===== src/pkg/sgp_pkg.sv =====
package sgp_pkg;

  // ***********************************************************
  // pin function selections
  // ***********************************************************
  // general-purpose pin function codes, two bits per pin
  localparam logic [1:0] FN_GPIO = 2'h0;
  localparam logic [1:0] FN_ALARM = 2'h1;
  localparam logic [1:0] FN_REF = 2'h2;
  localparam logic [1:0] FN_SPECIAL = 2'h3;

  localparam int NUM_PINS = 8;
  localparam logic [NUM_PINS-1:0] PIN_RST = 8'h00;
  localparam logic [2:0] STRAP_RST = 3'h0;

  // ***********************************************************
  // timing
  // ***********************************************************
  localparam int CLK_PERIOD_NS = 5;
  localparam int PULSE_MIN_NS = 500;
  // least time rounds up
  localparam int PULSE_MIN_CYC = (PULSE_MIN_NS + CLK_PERIOD_NS - 1) / CLK_PERIOD_NS;
  localparam int SYNC_STAGES = 3;

  // ***********************************************************
  // carriers
  // ***********************************************************
  typedef struct packed {
    logic data_strobe_mode;
    logic wide_bus;
    logic serial_mode;
  } sgp_strap_t;

  typedef struct packed {
    logic [NUM_PINS-1:0] out;
    logic [NUM_PINS-1:0] oe;
  } sgp_pin_drive_t;

  typedef enum logic [2:0] {
    ST_RESET = 3'b001,
    ST_LATCH = 3'b010,
    ST_RUN = 3'b100
  } sgp_state_t;

endpackage


===== src/hdl/sgp_pin_ctrl.sv =====
`timescale 1ns/1ps
`default_nettype none
module sgp_pin_ctrl (
  input wire logic i_clk,
  input wire logic i_resetn,
  input wire logic i_test_n,
  input wire logic i_float_outputs_n,
  input wire logic i_scan_port_reset_n,
  input wire sgp_pkg::sgp_strap_t i_strap,
  input wire logic i_bus_active,
  input wire logic [15:0] i_pin_func,
  input wire logic [sgp_pkg::NUM_PINS-1:0] i_gpio_out,
  input wire logic [sgp_pkg::NUM_PINS-1:0] i_gpio_oe,
  input wire logic [sgp_pkg::NUM_PINS-1:0] i_pin_in,
  input wire logic i_alarm_one,
  input wire logic i_alarm_two,
  input wire logic i_alarm_five,
  input wire logic i_ref_8khz_out,
  input wire logic i_byte_swap_sel,
  input wire logic [15:0] i_reg_rdata,
  input wire logic i_rd_n,
  input wire logic i_wr_n,
  input wire logic i_data_strobe_n,
  output logic [sgp_pkg::NUM_PINS-1:0] o_pin_out,
  output logic [sgp_pkg::NUM_PINS-1:0] o_pin_oe,
  output logic [sgp_pkg::NUM_PINS-1:0] o_gpio_in,
  output sgp_pkg::sgp_strap_t o_strap,
  output logic o_ref_8khz_in,
  output logic o_error_insert_in,
  output logic o_perf_monitor_update_in,
  output logic o_scan_test_mode,
  output logic o_float_all,
  output logic o_core_resetn,
  output logic o_rd_req,
  output logic o_wr_req,
  output logic [15:0] o_bus_rdata,
  output logic [1:0] o_bus_lane_oe
);
  import sgp_pkg::*;

  // ***********************************************************
  // reset release
  // ***********************************************************
  logic [1:0] rst_sync_q;
  sgp_state_t state_q;
  sgp_strap_t strap_sync;
  sgp_strap_t strap_q;
  logic [NUM_PINS-1:0] pin_sync;
  sgp_pin_drive_t drive;
  logic [1:0] fn [NUM_PINS];
  logic [1:0] lane_oe_q;

  // assert at once, release on a clock edge so all flops leave together
  always_ff @(posedge i_clk or negedge i_resetn) begin
    if (!i_resetn) begin
      rst_sync_q <= 2'h0;
    end else begin
      rst_sync_q <= {rst_sync_q[0], 1'b1};
    end
  end
  assign o_core_resetn = rst_sync_q[1];

  // ***********************************************************
  // asynchronous test controls
  // ***********************************************************
  // test inputs are pure levels; no clock so they act with the pins
  assign o_scan_test_mode = ~i_test_n;
  assign o_float_all = ~i_float_outputs_n & ~i_scan_port_reset_n;

  // ***********************************************************
  // strap capture
  // ***********************************************************
  sgp_sync #(
    .WIDTH(3)
  ) u_strap_sync (
    .i_clk(i_clk),
    .i_resetn(o_core_resetn),
    .i_async(i_strap),
    .o_sync(strap_sync)
  );

  sgp_sync #(
    .WIDTH(NUM_PINS)
  ) u_pin_sync (
    .i_clk(i_clk),
    .i_resetn(o_core_resetn),
    .i_async(i_pin_in),
    .o_sync(pin_sync)
  );

  // straps taken after release, then only between bus cycles
  always_ff @(posedge i_clk or negedge o_core_resetn) begin
    if (!o_core_resetn) begin
      state_q <= ST_RESET;
    end else begin
      unique case (state_q)
        ST_RESET: begin
          state_q <= ST_LATCH;
        end
        ST_LATCH: begin
          if (!i_bus_active) begin
            state_q <= ST_RUN;
          end
        end
        ST_RUN: begin
          state_q <= ST_RUN;
        end
      endcase
    end
  end

  always_ff @(posedge i_clk or negedge o_core_resetn) begin
    if (!o_core_resetn) begin
      strap_q <= STRAP_RST;
    end else if (!i_bus_active && state_q != ST_RESET) begin
      strap_q <= strap_sync;
    end
  end
  assign o_strap = strap_q;

  // ***********************************************************
  // host strobe decode
  // ***********************************************************
  // data-strobe mode takes direction from the write pin level
  always_comb begin
    if (strap_q.data_strobe_mode) begin
      o_rd_req = ~i_data_strobe_n & i_wr_n;
      o_wr_req = ~i_data_strobe_n & ~i_wr_n;
    end else begin
      o_rd_req = ~i_rd_n;
      o_wr_req = ~i_wr_n;
    end
  end

  // byte lanes: narrow bus uses the low lane only
  always_ff @(posedge i_clk or negedge o_core_resetn) begin
    if (!o_core_resetn) begin
      o_bus_rdata <= 16'h0000;
      lane_oe_q <= 2'h0;
    end else begin
      if (i_byte_swap_sel) begin
        o_bus_rdata <= {i_reg_rdata[7:0], i_reg_rdata[15:8]};
      end else begin
        o_bus_rdata <= i_reg_rdata;
      end
      lane_oe_q <= o_rd_req ? {strap_q.wide_bus, 1'b1} : 2'h0;
    end
  end

  // float must act on the level at once, a registered gate would lag an edge
  assign o_bus_lane_oe = o_float_all ? 2'h0 : lane_oe_q;

  // ***********************************************************
  // pin function mux
  // ***********************************************************
  always_comb begin
    for (int i = 0; i < NUM_PINS; i++) begin
      fn[i] = i_pin_func[2*i +: 2];
    end
  end

  // unsupported codes on a pin fall back to plain I/O
  always_comb begin
    drive.out = i_gpio_out;
    drive.oe = i_gpio_oe;
    if (fn[0] == FN_ALARM) begin
      drive.out[0] = i_alarm_one;
      drive.oe[0] = 1'b1;
    end
    if (fn[1] == FN_REF) begin
      drive.out[1] = i_ref_8khz_out;
      drive.oe[1] = 1'b1;
    end else if (fn[1] == FN_ALARM) begin
      drive.out[1] = i_alarm_two;
      drive.oe[1] = 1'b1;
    end
    if (fn[4] == FN_ALARM) begin
      drive.out[4] = i_alarm_five;
      drive.oe[4] = 1'b1;
    end
    // pins four, six and eight become inputs in their dedicated use
    if (fn[3] == FN_REF) begin
      drive.oe[3] = 1'b0;
    end
    if (fn[5] == FN_SPECIAL) begin
      drive.oe[5] = 1'b0;
    end
    if (fn[7] == FN_SPECIAL) begin
      drive.oe[7] = 1'b0;
    end
    // pins three and seven keep plain I/O whatever code is set
  end

  assign o_pin_out = drive.out;
  assign o_pin_oe = o_float_all ? '0 : drive.oe;
  assign o_gpio_in = pin_sync;

  // dedicated inputs read zero unless selected; source timing is the driver's duty
  always_ff @(posedge i_clk or negedge o_core_resetn) begin
    if (!o_core_resetn) begin
      o_ref_8khz_in <= 1'b0;
      o_error_insert_in <= 1'b0;
      o_perf_monitor_update_in <= 1'b0;
    end else begin
      o_ref_8khz_in <= (fn[3] == FN_REF) & pin_sync[3];
      o_error_insert_in <= (fn[5] == FN_SPECIAL) & pin_sync[5];
      o_perf_monitor_update_in <= (fn[7] == FN_SPECIAL) & pin_sync[7];
    end
  end

  // ***********************************************************
  // checks
  // ***********************************************************
  chk_float_all: assert property (@(posedge i_clk)
    (!i_float_outputs_n && !i_scan_port_reset_n) |-> o_pin_oe == '0)
    else $error("pins driven while floated");
  chk_test_mode: assert property (@(posedge i_clk) o_scan_test_mode == !i_test_n)
    else $error("scan mode does not follow test input");
  chk_strap_hold: assert property (@(posedge i_clk) disable iff (!o_core_resetn)
    i_bus_active |=> $stable(strap_q))
    else $error("strap changed in bus cycle");
  chk_ds_read: assert property (@(posedge i_clk) disable iff (!o_core_resetn)
    (strap_q.data_strobe_mode && !i_data_strobe_n && i_wr_n) |-> o_rd_req && !o_wr_req)
    else $error("data strobe read not decoded");
  chk_rw_write: assert property (@(posedge i_clk) disable iff (!o_core_resetn)
    (!strap_q.data_strobe_mode) |-> (o_wr_req == !i_wr_n))
    else $error("write strobe not decoded");
  chk_swap_data: assert property (@(posedge i_clk) disable iff (!o_core_resetn)
    o_core_resetn && i_byte_swap_sel |=>
    o_bus_rdata == {$past(i_reg_rdata[7:0]), $past(i_reg_rdata[15:8])})
    else $error("byte swap wrong");
  chk_narrow_lane: assert property (@(posedge i_clk) disable iff (!o_core_resetn)
    !strap_q.wide_bus |=> !o_bus_lane_oe[1])
    else $error("upper lane driven on narrow bus");
  chk_alarm_one: assert property (@(posedge i_clk) disable iff (!o_core_resetn)
    (fn[0] == FN_ALARM && !o_float_all) |-> o_pin_oe[0] && o_pin_out[0] == i_alarm_one)
    else $error("alarm not on pin one");
  chk_ref_input: assert property (@(posedge i_clk) disable iff (!o_core_resetn)
    fn[3] == FN_REF |-> !o_pin_oe[3])
    else $error("reference input pin driven");
  chk_reset_rel: assert property (@(posedge i_clk)
    !i_resetn |=> !o_core_resetn ##1 !o_core_resetn)
    else $error("reset released too early");
  chk_plain_three: assert property (@(posedge i_clk) disable iff (!o_core_resetn)
    !o_float_all |-> o_pin_oe[2] == i_gpio_oe[2] && o_pin_oe[6] == i_gpio_oe[6])
    else $error("pin three or seven not plain");
  chk_lane_float: assert property (@(posedge i_clk)
    o_float_all |-> o_bus_lane_oe == 2'h0)
    else $error("data lanes driven while floated");

  cov_ds_mode: cover property (@(posedge i_clk) strap_q.data_strobe_mode && o_wr_req);
  cov_float: cover property (@(posedge i_clk) o_float_all);
  cov_ref_in: cover property (@(posedge i_clk) o_ref_8khz_in);
  cov_swap: cover property (@(posedge i_clk) i_byte_swap_sel && o_bus_lane_oe == 2'h3);
endmodule
`default_nettype wire


===== src/hdl/sgp_sync.sv =====
`timescale 1ns/1ps
`default_nettype none
// three-stage synchroniser; change counts once stages two and three agree
module sgp_sync #(
  parameter int WIDTH = 1
) (
  input wire logic i_clk,
  input wire logic i_resetn,
  input wire logic [WIDTH-1:0] i_async,
  output logic [WIDTH-1:0] o_sync
);
  import sgp_pkg::*;

  logic [WIDTH-1:0] s1_q;
  logic [WIDTH-1:0] s2_q;
  logic [WIDTH-1:0] s3_q;

  // a zero width leaves nothing to synchronise; refuse it at elaboration
  if (WIDTH < 1) begin : g_bad_width
    $error("sgp_sync width must be positive");
  end

  // stage one is read only by stage two
  always_ff @(posedge i_clk or negedge i_resetn) begin
    if (!i_resetn) begin
      s1_q <= '0;
      s2_q <= '0;
      s3_q <= '0;
    end else begin
      s1_q <= i_async;
      s2_q <= s1_q;
      s3_q <= s2_q;
    end
  end

  // output moves only where the two later stages agree
  always_ff @(posedge i_clk or negedge i_resetn) begin
    if (!i_resetn) begin
      o_sync <= '0;
    end else begin
      // agreeing bits take stage three, disagreeing bits hold, so falls pass too
      o_sync <= (s3_q & ~(s2_q ^ s3_q)) | (o_sync & (s2_q ^ s3_q));
    end
  end
endmodule
`default_nettype wire


===== config.mk =====
export PLATFORM = sky130hd
export DESIGN_NAME = sgp_pin_ctrl
export DESIGN_NICKNAME = d
export VERILOG_FILES = /design/src/pkg/sgp_pkg.sv /design/src/hdl/sgp_pin_ctrl.sv /design/src/hdl/sgp_sync.sv
export SDC_FILE = /design/constraint.sdc
export NUM_CORES = 1
export LEC_CHECK = 0
export ABC_CLOCK_PERIOD_IN_PS = 4000
export BUFFER_PORTS_ARGS = -buffer_cell sky130_fd_sc_hd__buf_2
export CAP_MARGIN = 20
export CORE_UTILIZATION = 37
export DETAILED_ROUTE_END_ITERATION = 10
export PLACE_DENSITY_LB_ADDON = 0.12
export RECOVER_POWER = 100
export SLEW_MARGIN = 20
export SYNTH_ARGS = -nofsm -noshare
export SYNTH_HDL_FRONTEND = slang
export SYNTH_SLANG_ARGS = --single-unit

===== constraint.sdc =====
create_clock -name i_clk -period 4 [get_ports i_clk]
set_input_delay 0.2 -clock i_clk [delete_from_list [all_inputs] [get_ports i_clk]]
set_output_delay 0.2 -clock i_clk [all_outputs]
set_load 0.05 [all_outputs]

==> results of run 1 <==
-- worst max path at each step --
stage / startpoint / endpoint / cells past startpoint
finish: rst_sync_q[1] / u_strap_sync.s1_q[1] / 1
CTS: o_strap[2] / o_rd_req / 3
global placement: i_float_outputs_n / o_float_all / 3
detailed placement: i_float_outputs_n / o_float_all / 3
floorplan: rst_sync_q[1] / asynchronous set/reset pin / 0
global route: rst_sync_q[1] / o_ref_8khz_in / 1
-- metal layers --
metal / vias to the layer above / part of all wire [%] / track usage (%) / wire, um
li1: 794 / - / - / -
met1: 791 / 45 / 15.0 / 2030
met2: 94 / 45 / 20.7 / 2020
met3: 9 / 8.7 / 4.81 / 396
met4: 0 / 1.9 / 7.73 / 87
met5: - / 0 / 0 / 0
-- stage by stage --
step | area, um2 | hold slack (ns) | std cells
after floorplan | 2580 | -0.0956 | 161
after global placement | 3170 | -0.0118 | 345
after detailed placement | 3170 | -0.0118 | 345
after CTS | 3570 | 0.0752 | 373
after global routing | 3470 | 0.0830 | 373
final | 3470 | 0.0906 | 373
-- kinds of logic after synthesis --
kind of cell	Yosys count	share of synthesized area, %
other cells	2	0.291
simple gates	27	6.84
flops	73	70.9
mux	21	10.5
compound gates	12	3.20
buf+inv	14	3.73
xor+xnor	1	0.340
fa+ha+maj	11	4.27
-- cell usage after synthesis, types with 2 or more instances --
cell type / instances
sky130_fd_sc_hd__nand2b_1: 5
sky130_fd_sc_hd__maj3_1: 11
sky130_fd_sc_hd__mux2_2: 8
sky130_fd_sc_hd__buf_4: 5
sky130_fd_sc_hd__a21oi_1: 4
sky130_fd_sc_hd__o211ai_1: 3
sky130_fd_sc_hd__conb_1: 2
sky130_fd_sc_hd__dfrtp_1: 72
sky130_fd_sc_hd__nand4bb_1: 3
sky130_fd_sc_hd__inv_1: 6
sky130_fd_sc_hd__nor2b_1: 6
sky130_fd_sc_hd__nor3b_1: 3
sky130_fd_sc_hd__mux2i_1: 3
sky130_fd_sc_hd__nand2_1: 4
sky130_fd_sc_hd__and3_1: 2
sky130_fd_sc_hd__mux2_4: 10
sky130_fd_sc_hd__a211oi_1: 2
-- power groups by stage --
stage	Sequential [mW]	Combinational, mW	Clock (mW)
after floorplan	0.933	0.127	0
after global placement	0.828	0.304	0
after detailed placement	0.831	0.306	0
after CTS	0.816	0.315	0.794
after global routing	0.823	0.310	0.825
final	0.816	0.293	0.766
-- final cells by class --
type,instances,area (um2)
inverter,6,22.5
sequential,73,1830
tap,80,100
clock buffer,10,138
multi-input combinational,74,622
clock inverter,6,138
fill,635,3290
timing repair buffer,124,618
-- repair_timing --
action                                 CTS  global route
endpoints found under the hold margin   13             0
setup buffers                            0             0
hold buffers                            12             0
==> qor.yml, run 1 <==
cells_and_area:
  areaGrowthSynthToFinish_pct: 34.5
  post_route_cells_drive_above_1_share_pct: 30.7
  fin_nets: 361
  final_common_cell: "sky130_fd_sc_hd__dfrtp_1"
  layout.cells.most_common_list: "sky130_fd_sc_hd__dfrtp_1 (71), sky130_fd_sc_hd__buf_2 (61), sky130_fd_sc_hd__clkbuf_1 (50)"
  layout.core_utilization_pct: 51.4
  diodes: 0
synth:
  synth-edff-count: 0
  post-synth-top-area-fraction_pct: 69.8
  most_used_dff_post_synth: "sky130_fd_sc_hd__dfrtp_1"
  synth_largest_area_cell: "sky130_fd_sc_hd__dfrtp_1"
  synth.area.top_cells: "sky130_fd_sc_hd__dfrtp_1 (70%), sky130_fd_sc_hd__mux2_4 (5.8%), sky130_fd_sc_hd__maj3_1 (4.3%)"
  synthArstFlopShare_pct: 100
  syn_avg_cell_area_um2: 16.0
  synth_cells: 161
  yosysSeqAreaShare_pct: 70.9
  yosysWarningCount: 0
  synthesis.nets: 234
  library_cells_used_by_synthesis: 29
  combined_area_of_all_synthesized_cells_um2: 2580
  synth.ff_latch_count: 73
timing:
  tightest_slew_ns: 1.67
  rsz_0062_raised_after_global_routing: "no"
  tns_ns: 0
  max_slew_vio_count: 72
  timing.final.ws_setup_ns: 2.11
  achievable-frequency_mhz: 529
  max-slew-margin-rel_pct: -11.3
  min_period_ns: 1.89
  finalSetupViolations: 0
  post-route-period-util_pct: 47.2
  clock-skew-final_ns: 0.00670
  final-hold-violation-count: 0
setup_path:
  worstPathBufferInverterCount: 1
  worst_r2r_endpoint: "u_strap_sync.s1_q[1]"
  reg2reg_slack_ns: 2.11
  critical_path.max_stage_delay_ns: 1.22
  reg2regPathDepth: 1
  crit_required_ns: 4.14
  critical-path-slowest-cell: "sky130_fd_sc_hd__clkbuf_2"
  critPathArrivalTime_ns: 2.03
  crit_family: "buffers and inverters"
  setup.worst_path.end_class: "asynchronous set/reset pin"
  r2r_start: "rst_sync_q[1]"
  critical_path_peak_fanout: 71
  critPathKind: "reg -> async"
  path_cells: "clkbuf_2"
  critPathLaunchType: "flip-flop"
global_route:
  grt_max_degree: 72
  grt.overflow.total: 0
  wire_length_of_the_first_global_routing_pass_um: 7060
  grt.total_usage_pct: 12.9
  grt_antenna_before_repair: 0
  grt_pass1_vias: 1599
status:
  outcome: "finished, violations left"
  failed_checks: "max-capacitance violations, max-slew violations"
cts:
  h_tree_depth: 3
  clockRootBuffer: "sky130_fd_sc_hd__clkbuf_8"
  cts_buffers: 9
  clk_transition_reported_paths_ns: 0.08
  tritoncts_num_sinks: 73
  clk-insertion-delay-late_ns: 0.34
  cts_tree: "built"
  cts-resized-gates: 0
  cts_max_path_buffers: 2
die:
  io-pin-count: 126
  floorplan.initialDensity_pct: 38.2
  die_height_um: 85.5
  fp.dieArea_um2: 7310
  die_w_um: 85.5
  coreArea_um2: 6760
  row_count: 30
drt:
  drt_pre_antenna_iters: 4
  final_ant_viol_nets: 0
  drcViolationCount: 0
  routed-via-count: 1688
  viasPerCell: 4.53
  first_iter_violations: 80
  wire_per_inst_um: 12.2
  postRouteWirelength_um: 4530
place:
  post-dp-hpwl_um: 3080
  numPortBuffers: 111
  gpl.final_weighted_congestion: 0.662
  place_ws_ns: 2.59
pwr:
  cellLeakagePower_nw: 1.59
  power.share.sequential_pct: 43.5
  total_power_mw: 1.88
  power.density_nw_per_um2: 541
  worst_vdd_drop_uv: 228
  share_comb_of_total_power_pct: 15.6
  switching_share_of_total_power_pct: 27.1
  p_switching_mw: 0.508
  internal_power_mw: 1.37
  share_clk_of_total_power_pct: 40.8
hold_path:
  worstHoldEndpoint: "o_bus_rdata[12]"
  timing.hold.worst.start: "i_reg_rdata[12]"
  hold_path_depth: 2
  min_path_type: "in -> reg"
flow_run:
  max_cap_violations: 1
(Power assumes the default switching activity.)
==> run 2, diff against run 1 <==
- ABC_CLOCK_PERIOD_IN_PS: 4000 -> 2000
- clock period: 4 -> 2 ns (I/O delays scaled with it)
==> run 2 against run 1 <==
Net effect:
- the flow now finishes without violations
- cell count rose by 5.6%
- setup slack got worse by 1.7 ns
- combinational power rose by 110%
- routed wire length rose by 8.3%
- worst hold slack got worse by 0.077 ns
- global-route usage rose by 0.89 points
- clock power rose by 26%
- register-to-register slack got worse by 1.5 ns
- clock skew rose by 0.0040 ns
- first-iteration DRC count fell by 20%
- critical endpoint is now o_core_resetn
- largest cell class unchanged
==> qor.yml, run 2 (same netlist as run 1, synthesis figures left out) <==
pwr:
  internal_power_mw: 2.21  # was 1.37 mW
  worst_vdd_drop_uv: 477  # was 228 uV
  switching_share_of_total_power_pct: 31.4  # was 27.1%
  power.share.sequential_pct: 50.7  # was 43.5%
  cellLeakagePower_nw: 1.62  # was 1.59 nW
  total_power_mw: 3.22  # was 1.88 mW
  share_comb_of_total_power_pct: 19.4  # was 15.6%
  power.density_nw_per_um2: 903  # was 541 nW/um2
  p_switching_mw: 1.01  # was 0.508 mW
  share_clk_of_total_power_pct: 29.9  # was 40.8%
drt:
  final_ant_viol_nets: 0  # unchanged
  drt_pre_antenna_iters: 2  # was 4
  first_iter_violations: 64  # was 80
  viasPerCell: 4.45  # was 4.53
  drcViolationCount: 0  # unchanged
  wire_per_inst_um: 12.5  # was 12.2 um
  postRouteWirelength_um: 4910  # was 4530 um
  routed-via-count: 1754  # was 1688
timing:
  min_period_ns: 1.62
  final-hold-violation-count: 0  # unchanged
  clock-skew-final_ns: 0.0107  # was 0.00670 ns
  post-route-period-util_pct: 80.8
  tns_ns: 0  # unchanged
  timing.final.ws_setup_ns: 0.384  # was 2.11 ns
  max_slew_vio_count: 0  # was 72
  rsz_0062_raised_after_global_routing: "no"  # unchanged
  achievable-frequency_mhz: 619
  finalSetupViolations: 0  # unchanged
  tightest_slew_ns: 0.782  # was 1.67 ns
  max-slew-margin-rel_pct: 47.9  # was -11.3%
cts:
  cts_buffers: 9  # unchanged
  tritoncts_num_sinks: 73  # unchanged
  h_tree_depth: 3  # unchanged
  clk_transition_reported_paths_ns: 0.08  # about the same
  cts_tree: "built"  # unchanged
  clockRootBuffer: "sky130_fd_sc_hd__clkbuf_8"  # unchanged
  cts_max_path_buffers: 2  # unchanged
  clk-insertion-delay-late_ns: 0.34  # about the same
  cts-resized-gates: 0  # unchanged
setup_path:
  critical_path.max_stage_delay_ns: 0.66  # was 1.22 ns
  worstPathBufferInverterCount: 1  # unchanged
  crit_required_ns: 1.90  # was 4.14 ns
  critPathLaunchType: "flip-flop"  # unchanged
  crit_family: "flip-flops"  # was buffers and inverters
  critPathKind: "reg -> out"  # was reg -> async
  setup.worst_path.end_class: "primary output"  # was asynchronous set/reset pin
  path_cells: "clkbuf_1"  # was clkbuf_2
  critPathArrivalTime_ns: 1.52  # was 2.03 ns
  critical-path-slowest-cell: "sky130_fd_sc_hd__dfrtp_1"  # was sky130_fd_sc_hd__clkbuf_2
  critical_path_peak_fanout: 13  # was 71
cells_and_area:
  final_common_cell: "sky130_fd_sc_hd__dfrtp_1"  # unchanged
  fin_nets: 383  # was 361
  stdcell_area_um2: 3570  # was 3470 um2
  n_fill_cell: 630  # was 635
  layout.cells.most_common_list: "sky130_fd_sc_hd__dfrtp_1 (72), sky130_fd_sc_hd__buf_2 (59), sky130_fd_sc_hd__clkbuf_1 (53)"  # was sky130_fd_sc_hd__dfrtp_1 (71), sky130_fd_sc_hd__buf_2 (61), sky130_fd_sc_hd__clkbuf_1 (50)
  post_route_cells_drive_above_1_share_pct: 26.8  # was 30.7%
  multiInputGateArea_um2: 618  # was 622 um2
  area.sequential_um2: 1830  # about the same
  diodes: 0  # unchanged
  areaGrowthSynthToFinish_pct: 38.3  # was 34.5%
place:
  post-dp-hpwl_um: 3120  # was 3080 um
  postPlaceCellArea_um2: 3190  # was 3170 um2
  gpl.final_weighted_congestion: 0.680  # was 0.662
  numPortBuffers: 111  # unchanged
  place_ws_ns: 0.762  # was 2.59 ns
global_route:
  wire_length_of_the_first_global_routing_pass_um: 7570  # was 7060 um
  grt_pass1_vias: 1676  # was 1599
  grt.total_usage_pct: 13.8  # was 12.9%
  grt_max_degree: 61  # was 72
  grt_antenna_before_repair: 0  # unchanged
  grt.overflow.total: 0  # unchanged
flow_run:
  max_cap_violations: 0  # was 1
hold_path:
  min_path_type: "in -> reg"  # unchanged
die:
  die_height_um: 85.5  # unchanged
  row_count: 30  # unchanged
  fp.dieArea_um2: 7310  # unchanged
  coreArea_um2: 6760  # unchanged
  die_w_um: 85.5  # unchanged
  floorplan.initialDensity_pct: 38.2  # unchanged
  io-pin-count: 126  # unchanged
status:
  outcome: "finished, final reports clean"  # was finished, violations left
[run 2: through the flow]
stage                     utilization, %  instances  hold slack (ns)
after global routing                52.8        394         -0.00117
after floorplan                        -        161           -0.196
after global placement              47.1        345           -0.115
after detailed placement            47.1        345           -0.106
final                               52.8        394           0.0133
after CTS                           54.6        394          0.00379
[run 2: routing by layer]
layer / up-vias / track usage, % / wire, um
met1: 812 / 15.5 / 2010
met5: - / 0 / 0
met3: 11 / 4.43 / 436
met4: 0 / 8.18 / 108
li1: 835 / - / -
met2: 96 / 23.3 / 2360
[run 2: worst paths after layout]
kind / from / endpoint / slack [ns] / cells past startpoint
max: rst_sync_q[1] / o_core_resetn / 0.38 / 1
min: i_reg_rdata[9] / o_bus_rdata[1] / 0.01 / 2
max reg2reg: rst_sync_q[1] / u_pin_sync.s1_q[3] / 0.59 / 1
min reg2reg: rst_sync_q[1] / u_pin_sync.s3_q[0] / 0.20 / 0
max in group asynchronous: rst_sync_q[1] / u_pin_sync.s1_q[3] / 0.59 / 1
min in group asynchronous: i_resetn / rst_sync_q[0] / 0.08 / 2
[run 2: area by class of cell]
cell class	instances	area share (%)
clock buffers	10	3.58
clock inverters	5	0.947
inverters	6	0.631
multi-input cells	74	17.3
flip-flops and latches	73	51.2
well taps	80	2.81
repair buffers	146	23.5
[run 2: what timing repair did]
item,in CTS,in global routing
setup endpoints to repair,0,0
hold endpoints to repair,29,0
hold buffers,34,0
setup buffers,0,0
[run 2: power groups by stage]
stage,Combinational [mW],Sequential [mW],Clock [mW]
2_1_floorplan,0.255,1.87,0
3_3_place_gp,0.608,1.66,0
3_5_place_dp,0.613,1.66,0
4_1_cts,0.668,1.64,1.01
5_1_grt,0.661,1.65,1.06
6_report,0.624,1.63,0.965
